**config.mk**
```make
export PLATFORM = sky130hd
export DESIGN_NAME = dcs_status_view
export DESIGN_NICKNAME = d
export VERILOG_FILES = /design/src/dcs_pkg.sv /design/src/dcs_chan_flag.sv /design/src/dcs_status_view.sv
export SDC_FILE = /design/constraint.sdc
export NUM_CORES = 1
export LEC_CHECK = 0
export BUFFER_PORTS_ARGS = -buffer_cell sky130_fd_sc_hd__buf_2
export CAP_MARGIN = 10
export CORE_ASPECT_RATIO = 1.75
export CORE_UTILIZATION = 30
export DETAILED_ROUTE_END_ITERATION = 10
export HOLD_SLACK_MARGIN = 0.08
export PLACE_DENSITY = 0.55
export SETUP_SLACK_MARGIN = 0.5
export SLEW_MARGIN = 0
export SYNTH_ARGS = -nofsm -noshare
export SYNTH_HDL_FRONTEND = slang
export SYNTH_SLANG_ARGS = --single-unit
```
**constraint.sdc**
```tcl
create_clock -name clk_i -period 3.61 [get_ports clk_i]
set_input_delay 0.361 -clock clk_i [delete_from_list [all_inputs] [get_ports clk_i]]
set_output_delay 0.361 -clock clk_i [all_outputs]
set_load 0.03 [all_outputs]
```
**src/dcs_pkg.sv**
```systemverilog
// Package: register map, field layout and widths of the DMA channel status view
package dcs_pkg;
  localparam int NUM_CHAN = 12;
  localparam int NUM_LVL = 4;
  localparam int ADDR_W = 8;
  localparam int CNT_W = 16;
  localparam int IDX_W = 5;

  // ----------------------------------------------------------------
  // Register offsets
  // ----------------------------------------------------------------
  localparam logic [7:0] CHANNEL_INTERRUPT_SUMMARY_OFS = 8'h24;
  localparam logic [7:0] CHANNEL_BUSY_FLAGS_OFS = 8'h28;
  localparam logic [7:0] CHANNEL_PENDING_FLAGS_OFS = 8'h2c;
  localparam logic [7:0] ACTIVE_CHANNEL_STATE_OFS = 8'h30;
  localparam logic [7:0] IRQ_STATUS_OFS = 8'h50;
  localparam logic [7:0] IRQ_MASK_OFS = 8'h54;

  localparam logic [31:0] REG_RESET = 32'h0000_0000;

  // ----------------------------------------------------------------
  // Active channel register fields
  // ----------------------------------------------------------------
  localparam int ACT_CNT_LSB = 16;
  localparam int ACT_BUSY_BIT = 15;
  localparam int ACT_IDX_LSB = 8;
  localparam int ACT_LVL_LSB = 0;

  // Interrupt status bits of this block
  localparam int IRQ_W = 3;
  localparam int IRQ_GRANT_BIT = 0;
  localparam int IRQ_WRBACK_BIT = 1;
  localparam int IRQ_CHINT_BIT = 2;

  // Active slot states
  typedef enum logic [0:0] {
    DCS_IDLE = 1'b0,
    DCS_LOADED = 1'b1
  } dcs_slot_type;
endpackage : dcs_pkg

```
**src/dcs_chan_flag.sv**
```systemverilog
// Per-channel busy and pending flag pair
module dcs_chan_flag (
  input wire logic clk_i,
  input wire logic reset_n_i,
  input wire logic start_i,
  input wire logic done_i,
  input wire logic bus_err_i,
  input wire logic disable_i,
  input wire logic pend_req_i,
  input wire logic exec_start_i,
  output logic busy_o,
  output logic pend_o
);
  typedef struct packed {
    logic busy;
    logic pend;
  } dcs_flag_type;

  dcs_flag_type s_q, s_d;

  always_comb begin
    s_d = s_q;
    if (start_i) begin
      s_d.busy = 1'b1;
    end
    if (done_i || bus_err_i || disable_i) begin
      s_d.busy = 1'b0;
    end
    if (pend_req_i) begin
      s_d.pend = 1'b1;
    end
    // pending clear causes; abort wins over new request
    if (exec_start_i || bus_err_i || disable_i) begin
      s_d.pend = 1'b0;
    end
  end

  always_ff @(posedge clk_i or negedge reset_n_i) begin
    if (!reset_n_i) begin
      s_q <= '0;
    end else begin
      s_q <= s_d;
    end
  end

  assign busy_o = s_q.busy;
  assign pend_o = s_q.pend;
endmodule // dcs_chan_flag

```
**src/dcs_status_view.sv**
```systemverilog
// Top: status view of a twelve-channel DMA controller; only the IRQ status and mask registers take writes

module dcs_status_view (
  input wire logic clk_i,
  input wire logic reset_n_i,
  // Register port
  input wire logic [dcs_pkg::ADDR_W-1:0] addr_i,
  input wire logic [31:0] wdata_i,
  input wire logic wr_i,
  input wire logic rd_i,
  output logic [31:0] rdata_o,
  // Channel engine events
  input wire logic [dcs_pkg::NUM_CHAN-1:0] chan_irq_flags_i,
  input wire logic [dcs_pkg::NUM_CHAN-1:0] chan_irq_enables_i,
  input wire logic [dcs_pkg::NUM_CHAN-1:0] chan_start_i,
  input wire logic [dcs_pkg::NUM_CHAN-1:0] chan_done_i,
  input wire logic [dcs_pkg::NUM_CHAN-1:0] chan_bus_err_i,
  input wire logic [dcs_pkg::NUM_CHAN-1:0] chan_disable_i,
  input wire logic [dcs_pkg::NUM_CHAN-1:0] chan_pend_req_i,
  input wire logic [dcs_pkg::NUM_CHAN-1:0] chan_exec_start_i,
  input wire logic [1:0] chan_level_i [dcs_pkg::NUM_CHAN],
  // Arbiter and write-back memory
  input wire logic grant_i,
  input wire logic [dcs_pkg::IDX_W-1:0] grant_index_i,
  input wire logic count_load_i,
  input wire logic [dcs_pkg::CNT_W-1:0] count_load_data_i,
  input wire logic count_update_i,
  input wire logic [dcs_pkg::CNT_W-1:0] count_update_data_i,
  output logic wrback_valid_o,
  output logic [dcs_pkg::IDX_W-1:0] wrback_index_o,
  output logic [dcs_pkg::CNT_W-1:0] wrback_count_o,
  // Interrupt
  output logic irq_o
);
  // ----------------------------------------------------------------
  // State
  // ----------------------------------------------------------------
  typedef struct packed {
    logic [dcs_pkg::NUM_CHAN-1:0] chint;
    logic [dcs_pkg::CNT_W-1:0] count;
    logic active_busy_flag;
    logic [dcs_pkg::IDX_W-1:0] index;
    dcs_pkg::dcs_slot_type slot;
    logic wb_valid;
    logic [dcs_pkg::IDX_W-1:0] wb_index;
    logic [dcs_pkg::CNT_W-1:0] wb_count;
    logic [dcs_pkg::IRQ_W-1:0] irq_status;
    logic [dcs_pkg::IRQ_W-1:0] irq_mask;
    logic [31:0] rdata;
  } dcs_state_type;

  dcs_state_type s_q, s_d;

  logic [dcs_pkg::NUM_CHAN-1:0] busy_w;
  logic [dcs_pkg::NUM_CHAN-1:0] pend_w;
  logic [dcs_pkg::NUM_LVL-1:0] lvl_w;
  logic [dcs_pkg::IRQ_W-1:0] irq_evt;
  logic [31:0] act_word;
  logic [31:0] rd_mux;

  // ----------------------------------------------------------------
  // Per-channel busy and pending flags
  // ----------------------------------------------------------------
  for (genvar g = 0; g < dcs_pkg::NUM_CHAN; g++) begin : g_chan
    dcs_chan_flag u_flag (
      .clk_i(clk_i),
      .reset_n_i(reset_n_i),
      .start_i(chan_start_i[g]),
      .done_i(chan_done_i[g]),
      .bus_err_i(chan_bus_err_i[g]),
      .disable_i(chan_disable_i[g]),
      .pend_req_i(chan_pend_req_i[g]),
      .exec_start_i(chan_exec_start_i[g]),
      .busy_o(busy_w[g]),
      .pend_o(pend_w[g])
    );
  end

  // level flags from busy or pending channels
  always_comb begin
    lvl_w = '0;
    for (int c = 0; c < dcs_pkg::NUM_CHAN; c++) begin
      if (busy_w[c] || pend_w[c]) begin
        lvl_w[chan_level_i[c]] = 1'b1;
      end
    end
  end

  // ----------------------------------------------------------------
  // Active channel word
  // ----------------------------------------------------------------
  always_comb begin
    act_word = dcs_pkg::REG_RESET;
    act_word[dcs_pkg::ACT_CNT_LSB +: dcs_pkg::CNT_W] = s_q.count;
    act_word[dcs_pkg::ACT_BUSY_BIT] = s_q.active_busy_flag;
    act_word[dcs_pkg::ACT_IDX_LSB +: dcs_pkg::IDX_W] = s_q.index;
    act_word[dcs_pkg::ACT_LVL_LSB +: dcs_pkg::NUM_LVL] = lvl_w;
  end

  // ----------------------------------------------------------------
  // Read mux
  // ----------------------------------------------------------------
  always_comb begin
    rd_mux = dcs_pkg::REG_RESET;
    unique case (addr_i)
      dcs_pkg::CHANNEL_INTERRUPT_SUMMARY_OFS: rd_mux[dcs_pkg::NUM_CHAN-1:0] = s_q.chint;
      dcs_pkg::CHANNEL_BUSY_FLAGS_OFS: rd_mux[dcs_pkg::NUM_CHAN-1:0] = busy_w;
      dcs_pkg::CHANNEL_PENDING_FLAGS_OFS: rd_mux[dcs_pkg::NUM_CHAN-1:0] = pend_w;
      dcs_pkg::ACTIVE_CHANNEL_STATE_OFS: rd_mux = act_word;
      dcs_pkg::IRQ_STATUS_OFS: rd_mux[dcs_pkg::IRQ_W-1:0] = s_q.irq_status;
      dcs_pkg::IRQ_MASK_OFS: rd_mux[dcs_pkg::IRQ_W-1:0] = s_q.irq_mask;
      default: rd_mux = dcs_pkg::REG_RESET;
    endcase
  end

  // ----------------------------------------------------------------
  // Next state
  // ----------------------------------------------------------------
  always_comb begin
    s_d = s_q;
    irq_evt = '0;

    // pending whenever an enabled source is set
    // drops with disable or source clear
    s_d.chint = chan_irq_flags_i & chan_irq_enables_i;
    if (|(s_d.chint & ~s_q.chint)) begin
      irq_evt[dcs_pkg::IRQ_CHINT_BIT] = 1'b1;
    end

    s_d.wb_valid = 1'b0;
    if (count_update_i && s_q.active_busy_flag) begin
      s_d.count = count_update_data_i;
    end

    unique case (s_q.slot)
      dcs_pkg::DCS_IDLE: begin
        if (grant_i) begin
          s_d.index = grant_index_i;
          s_d.slot = dcs_pkg::DCS_LOADED;
          irq_evt[dcs_pkg::IRQ_GRANT_BIT] = 1'b1;
        end
      end
      dcs_pkg::DCS_LOADED: begin
        if (grant_i) begin
          // old count goes back on a new grant
          s_d.wb_valid = 1'b1;
          s_d.wb_index = s_q.index;
          s_d.wb_count = s_q.count;
          s_d.active_busy_flag = 1'b0;
          s_d.index = grant_index_i;
          irq_evt[dcs_pkg::IRQ_GRANT_BIT] = 1'b1;
          irq_evt[dcs_pkg::IRQ_WRBACK_BIT] = 1'b1;
        end
      end
    endcase

    // busy rises when the next count is loaded
    if (count_load_i && s_q.slot == dcs_pkg::DCS_LOADED && !grant_i) begin
      s_d.active_busy_flag = 1'b1;
      s_d.count = count_load_data_i;
    end

    if (wr_i && addr_i == dcs_pkg::IRQ_MASK_OFS) begin
      s_d.irq_mask = wdata_i[dcs_pkg::IRQ_W-1:0];
    end
    if (wr_i && addr_i == dcs_pkg::IRQ_STATUS_OFS) begin
      s_d.irq_status = s_q.irq_status & ~wdata_i[dcs_pkg::IRQ_W-1:0];
    end
    // Set wins over a clear in the same cycle
    s_d.irq_status = s_d.irq_status | irq_evt;

    s_d.rdata = rd_i ? rd_mux : dcs_pkg::REG_RESET;
  end

  always_ff @(posedge clk_i or negedge reset_n_i) begin
    if (!reset_n_i) begin
      s_q <= '0;
    end else begin
      s_q <= s_d;
    end
  end

  // ----------------------------------------------------------------
  // Outputs
  // ----------------------------------------------------------------
  // count is only meaningful with active busy set
  assign rdata_o = s_q.rdata;
  assign wrback_valid_o = s_q.wb_valid;
  assign wrback_index_o = s_q.wb_index;
  assign wrback_count_o = s_q.wb_count;
  assign irq_o = |(s_q.irq_status & s_q.irq_mask);
endmodule // dcs_status_view

```
After elaboration in Yosys (flattened, before gate mapping)
Cells that the tools add are included.
{"block": "totals", "word_cells": 299, "reg_bits": 119, "output_inout_bits": 55}
{"block": "classes", "order_cmp": 24, "reduce_logical": 110, "eq_ne": 8, "muxes": 103, "bitwise_logic": 19}
{"op": "2-to-1 mux 1 bit", "n": 65}
{"op": "logical OR 1 bit", "n": 60}
{"op": "nonzero test 2 bit", "n": 27}
{"op": "2-to-1 mux 4 bit", "n": 12}
{"op": "2-to-1 mux 22 bit", "n": 2}
{"op": "OR 4 bit", "n": 11}
{"op": "less-than comparator 2 x 3 -> 1 bit (second input constant)", "n": 12}
{"op": "one-hot mux 9 bit (4 select lines)", "n": 1}
{"op": "equality test 8 x 6 -> 1 bit (second input constant)", "n": 4}
{"op": "2-to-1 mux 32 bit", "n": 1}
{"op": "bitwise AND 12 bit", "n": 2}
{"op": "demux 1 bit (select 2 bit)", "n": 12}
{"op": ">= comparator 2 x 1 -> 1 bit (second input constant)", "n": 12}
{"op": "2-to-1 mux 20 bit", "n": 1}
{"op": "one-hot mux 3 bit (6 select lines)", "n": 1}
{"op": "logical AND 1 bit", "n": 17}
{"op": "2-to-1 mux 17 bit", "n": 1}
{"op": "equality test 8 x 7 -> 1 bit (second input constant)", "n": 2}
{"op": "2-to-1 mux 16 bit", "n": 1}
{"op": "2-to-1 mux 6 bit", "n": 2}
{"op": "inverter 12 bit", "n": 1}
{"op": "OR reduction 12 bit", "n": 1}
{"op": "one-hot mux 5 bit (2 select lines)", "n": 1}
{"op": "bitwise AND 3 bit", "n": 2}
{"op": "10 further kinds", "n": 13}

Depth between registers and ports, before layout
{"block": "logic_depth", "ltp_word": 29, "depth_mapped": 7, "ltp_nobuf": 5}

Modules after synthesis
Synthesis repeated with hierarchy kept, for this count alone.
{"block": "hier_totals", "hier_cells": 521, "hier_area_um2": 5505.3}
{"module": "dcs_status_view", "cells_each": 449, "area_per_inst_um2": 4664.5, "n_inst": 1, "seq_area_each_um2": 2327.2}
{"module": "dcs_chan_flag", "cells_each": 6, "area_per_inst_um2": 70.1, "n_inst": 12, "seq_area_each_um2": 50.0}

Worst setup path after synthesis
OpenSTA, ideal clock, no wires.
{"block": "synth_path", "path_type": "in2reg", "from": "input port addr_i[3] (netlist bit)", "to": "register s_q (netlist bit rdata_o[0])", "required_time_ns": 3.489, "setup_ns": 0.121, "setup_slack_ns": 2.000, "cell_stages": 7, "arrival_ns": 1.489, "cell_sequence": "buf_2 nor2b_1 clkbuf_1 a22oi_1 nor2_1 a221o_2 a22o_1"}
{"element": "from (decl)", "line_no": "dcs_status_view.sv:7", "rtl": "input wire logic [dcs_pkg::ADDR_W-1:0] addr_i,"}
{"element": "to (signal assigned)", "line_no": "dcs_status_view.sv:177", "rtl": "s_q <= '0;"}
{"element": "to (signal assigned)", "line_no": "dcs_status_view.sv:179", "rtl": "s_q <= s_d;"}
{"element": "to (decl)", "line_no": "dcs_status_view.sv:52", "rtl": "dcs_state_type s_q, s_d;"}

==> results_dict.tcl <==
set metrics [dict create \
    io_pins 259 \
    dr.pass1.iters 4 \
    synthCells 534 \
    reg2reg_to "rdata_o[3]$_DFF_PN0_" \
    worstHoldEndpoint "g_chan[6].u_flag.pend_o$_DFFE_PN0P_" \
    rsz0062_at_grt "no" \
    pre_cts_ws_ns 1.619 \
    via_count 4692 \
    placementRows 65 \
    layout-drive-gt1-share_pct 41.48 \
    yosysWarnings 0 \
    cts_max_level 4 \
    cts_buffer_depth 2 \
    startpoint_type "flip-flop" \
    nets 936 \
    worst_r2r_path_depth 5 \
    worstHoldStart "chan_exec_start_i[6]" \
    grt_usage_pct 17.79 \
    power.total_w 0.003622 \
    critPathMaxStageDelay_ns 0.42 \
    gr-total-overflow 0 \
    final-seq-area_um2 2928 \
    p_comb_share_pct 14.4 \
    dieArea_um2 19250 \
    synth_area_um2 5604 \
    syn_avg_cell_area_um2 10.49 \
    start_util_pct 30.90 \
    fin_crit_sh_pct 54.60 \
    coreArea_um2 18140 \
    holdCritPathClass "in -> reg" \
    cap_violations 0 \
    status "finished, final reports clean" \
    tns_ns 0 \
    clk_latency_ns 0.41 \
    arrival_ns 2.27 \
    wl_mm 16.51 \
    portBuffers 227 \
    cts.repair.resized 0 \
    hpwl_mm 12.76 \
    timing.rr.start "g_chan[9].u_flag.pend_o$_DFFE_PN0P_" \
    viasPerCell 4.788 \
    cts_sinks 117 \
    path_delay_family "simple AND/OR/NAND/NOR gates" \
    final.setup_skew_ns 0.007839 \
    hold_viol 0 \
    cp_cell_sequence "o21ai_0 -> o22ai_1 -> or3_1 -> or3_1 -> o2bb2ai_1" \
    die_h_um 182.8 \
    hold_depth 2 \
    rrSetupSlack_ns 1.64 \
    setup_slack_ns 1.639 \
    cpMostUsedCell "or3_1" \
    die_width_um 105.3 \
    period_needed_ns 1.971 \
    synth_seq_area_share_pct 52.24 \
    wl_met3_um 973 \
    clock_power_share_pct 45.0 \
    wire_per_inst_um 16.85 \
    grt_pass1_wl_mm 25.39 \
    clk_pin_slew_ns 0.06 \
    multiInputGateArea_um2 2147 \
    relSlewSlack_pct 24.77 \
    p_per_area_nw_per_um2 493.4 \
    wl_met1_mm 5.811 \
    cts_tree "yes" \
    swShare_pct 27.62 \
    placed_cells 933 \
    p_int_w 0.002622 \
    cp_data_required_time_ns 3.90 \
    globalplace.congestion 0.8833 \
    p_leak_nw 3.701 \
    highest_layer "met4" \
    cts_setup_buffers 0 \
    grt_pass1_vias 4898 \
    ys_types 43 \
    maxSlewViolCount 0 \
    antenna_found_initial 1 \
    holdWs_ns 0.09886 \
    p_switching_w 0.001000 \
    fillers 1878 \
    instances_no_fill 980 \
    grt_max_degree 118 \
    worst_ir_drop_vdd_v 0.0004226 \
    fmax_mhz 507.3 \
    tightest_slew_ns 1.126 \
    end_kind "flip-flop" \
    pwr-share-seq_pct 40.6 \
    area_growth_pct 30.99 \
    cts_inserted_buffers 17 \
    setup_viol 0 \
    wl_met2_mm 9.028 \
    drc_errors 0 \
    cp_slowest_cell "dfrtp_1" \
    synth-seq-cells 117 \
    worstSetupPathType "reg -> reg" \
    first_iter_violations 132 \
    cts-root-buf "clkbuf_16" \
    crit_path_max_fanout 4 \
    detail-route-antenna-nets 0 \
    crit_buf_inv 0 \
]
==> cell usage after synthesis, drive strengths merged <==
library cell | number | area share, %
clkbuf | 5 | 0.33
a222oi | 1 | 0.18
o21ai | 11 | 0.98
mux2i | 20 | 3.6
inv | 21 | 1.4
nor2b | 5 | 0.56
nor4 | 27 | 3.0
a22oi | 8 | 1.1
nand2 | 20 | 1.4
xnor2 | 1 | 0.16
dfrtp | 117 | 52
o22ai | 14 | 1.6
a21oi | 22 | 2.0
conb | 1 | 0.067
o2bb2ai | 1 | 0.16
nand4b | 2 | 0.58
a221oi | 1 | 0.16
nand3 | 6 | 0.54
and2 | 18 | 2.0
o211ai | 4 | 0.54
a221o | 3 | 0.60
a211oi | 4 | 0.54
nor3 | 14 | 1.7
nor2 | 80 | 5.4
nand2b | 2 | 0.22
and3 | 1 | 0.11
mux2 | 37 | 7.4
or3 | 3 | 0.33
or2 | 2 | 0.22
nor3b | 5 | 0.76
o32ai | 3 | 0.47
nand4 | 2 | 0.22
nand3b | 2 | 0.27
a21o | 2 | 0.27
a2111o | 1 | 0.20
buf | 61 | 7.8
a22o | 7 | 1.1
==> cell families (layout without fill, tap and decap cells) <==
kind of cell           Yosys count  in the layout  share of synthesized area, %
AO/OA/AOI/OAI                   82             82                         9.779
XOR/XNOR                         1              1                        0.1563
buffers and inverters           87            297                         9.511
flip-flops                     117            117                         52.24
multiplexers                    57             57                         11.01
other                            1              3                       0.06691
AND/OR/NAND/NOR                189            189                         17.24
==> state kept, by name, summed over array words and instances (netlist names) <==
| register | cells |
|---|---|
| rdata_o | 30 |
| wrback_valid_o | 1 |
| g_chan.u_flag.busy_o | 12 |
| s_q | 19 |
| wrback_index_o | 5 |
| g_chan.u_flag.pend_o | 12 |
| act_word | 22 |
| wrback_count_o | 16 |
==> power groups by stage <==
stage,Combinational [W],Sequential (W),Clock (W)
global placement,0.000510,0.00149,0
finish,0.000521,0.00147,0.00163
CTS,0.000525,0.00147,0.00168
global route,0.000568,0.00148,0.00174
floorplan,0.000352,0.00147,0
detailed placement,0.000515,0.00150,0
==> repair_timing <==
item	in CTS	in global routing
hold buffers	10	4
endpoints found under the hold margin	58	4
setup endpoints to repair	0	0
==> placed cells by master, fill, tap and decap left out, drive strengths merged, types with 2 or more instances in the layout <==
cell	count
a211oi	4
a21o	2
a21oi	22
a221o	3
a22o	7
a22oi	8
and2	18
buf	230
clkbuf	19
clkinv	4
clkinvlp	5
conb	2
dfrtp	117
dlygate4sd3	14
inv	24
mux2	37
mux2i	20
nand2	20
nand2b	2
nand3	6
nand3b	2
nand4	2
nand4b	2
nor2	80
nor2b	5
nor3	14
nor3b	5
nor4	27
o211ai	4
o21ai	11
o22ai	14
o32ai	3
or2	2
or3	3
==> worst max-delay path by stage <==
stage	slack (ns)	end	cells past startpoint	startpoint
floorplan	2.00	rdata_o[0]$_DFF_PN0_	7	addr_i[3]
global placement	1.62	s_q[36]$_DFF_PN0_	4	grant_i
detailed placement	1.62	rdata_o[2]$_DFF_PN0_	6	addr_i[2]
CTS	1.62	rdata_o[3]$_DFF_PN0_	5	g_chan[9].u_flag.pend_o$_DFFE_PN0P_
global route	1.53	rdata_o[3]$_DFF_PN0_	5	g_chan[9].u_flag.pend_o$_DFFE_PN0P_
finish	1.64	rdata_o[3]$_DFF_PN0_	5	g_chan[9].u_flag.pend_o$_DFFE_PN0P_
==> per-layer routing <==
layer	vias to the layer above	track usage (%)
met4	0	9.972
met3	34	4.264
met2	204	33.68
li1	2235	-
met5	-	0
met1	2219	17.39
==> per-stage QoR <==
| step | cell area, um2 | utilization, % |
|---|---|---|
| after floorplan | 5608 | - |
| after global placement | 6620 | 36.50 |
| after detailed placement | 6620 | 36.50 |
| after CTS | 7298 | 40.24 |
| after global routing | 7341 | 40.48 |
| final | 7341 | 40.48 |
==> worst register-to-register path: cells and delay by family, from the launching register on <==
kind / cells / cell delay (ns)
and+or+nand+nor: 2 / 0.73
AOI/OAI and AO/OA: 3 / 0.70
DFF: 1 / 0.42
==> layout make-up <==
class                      count  area share [%]
sequential                   117           39.88
multi-input combinational    331           29.25
timing repair buffer         244           17.90
clock buffer                  19           6.170
tap                          234           3.988
clock inverter                13           1.704
inverter                      21           1.074
antenna                        1         0.03409
Power figures use the tool's default switching activity.
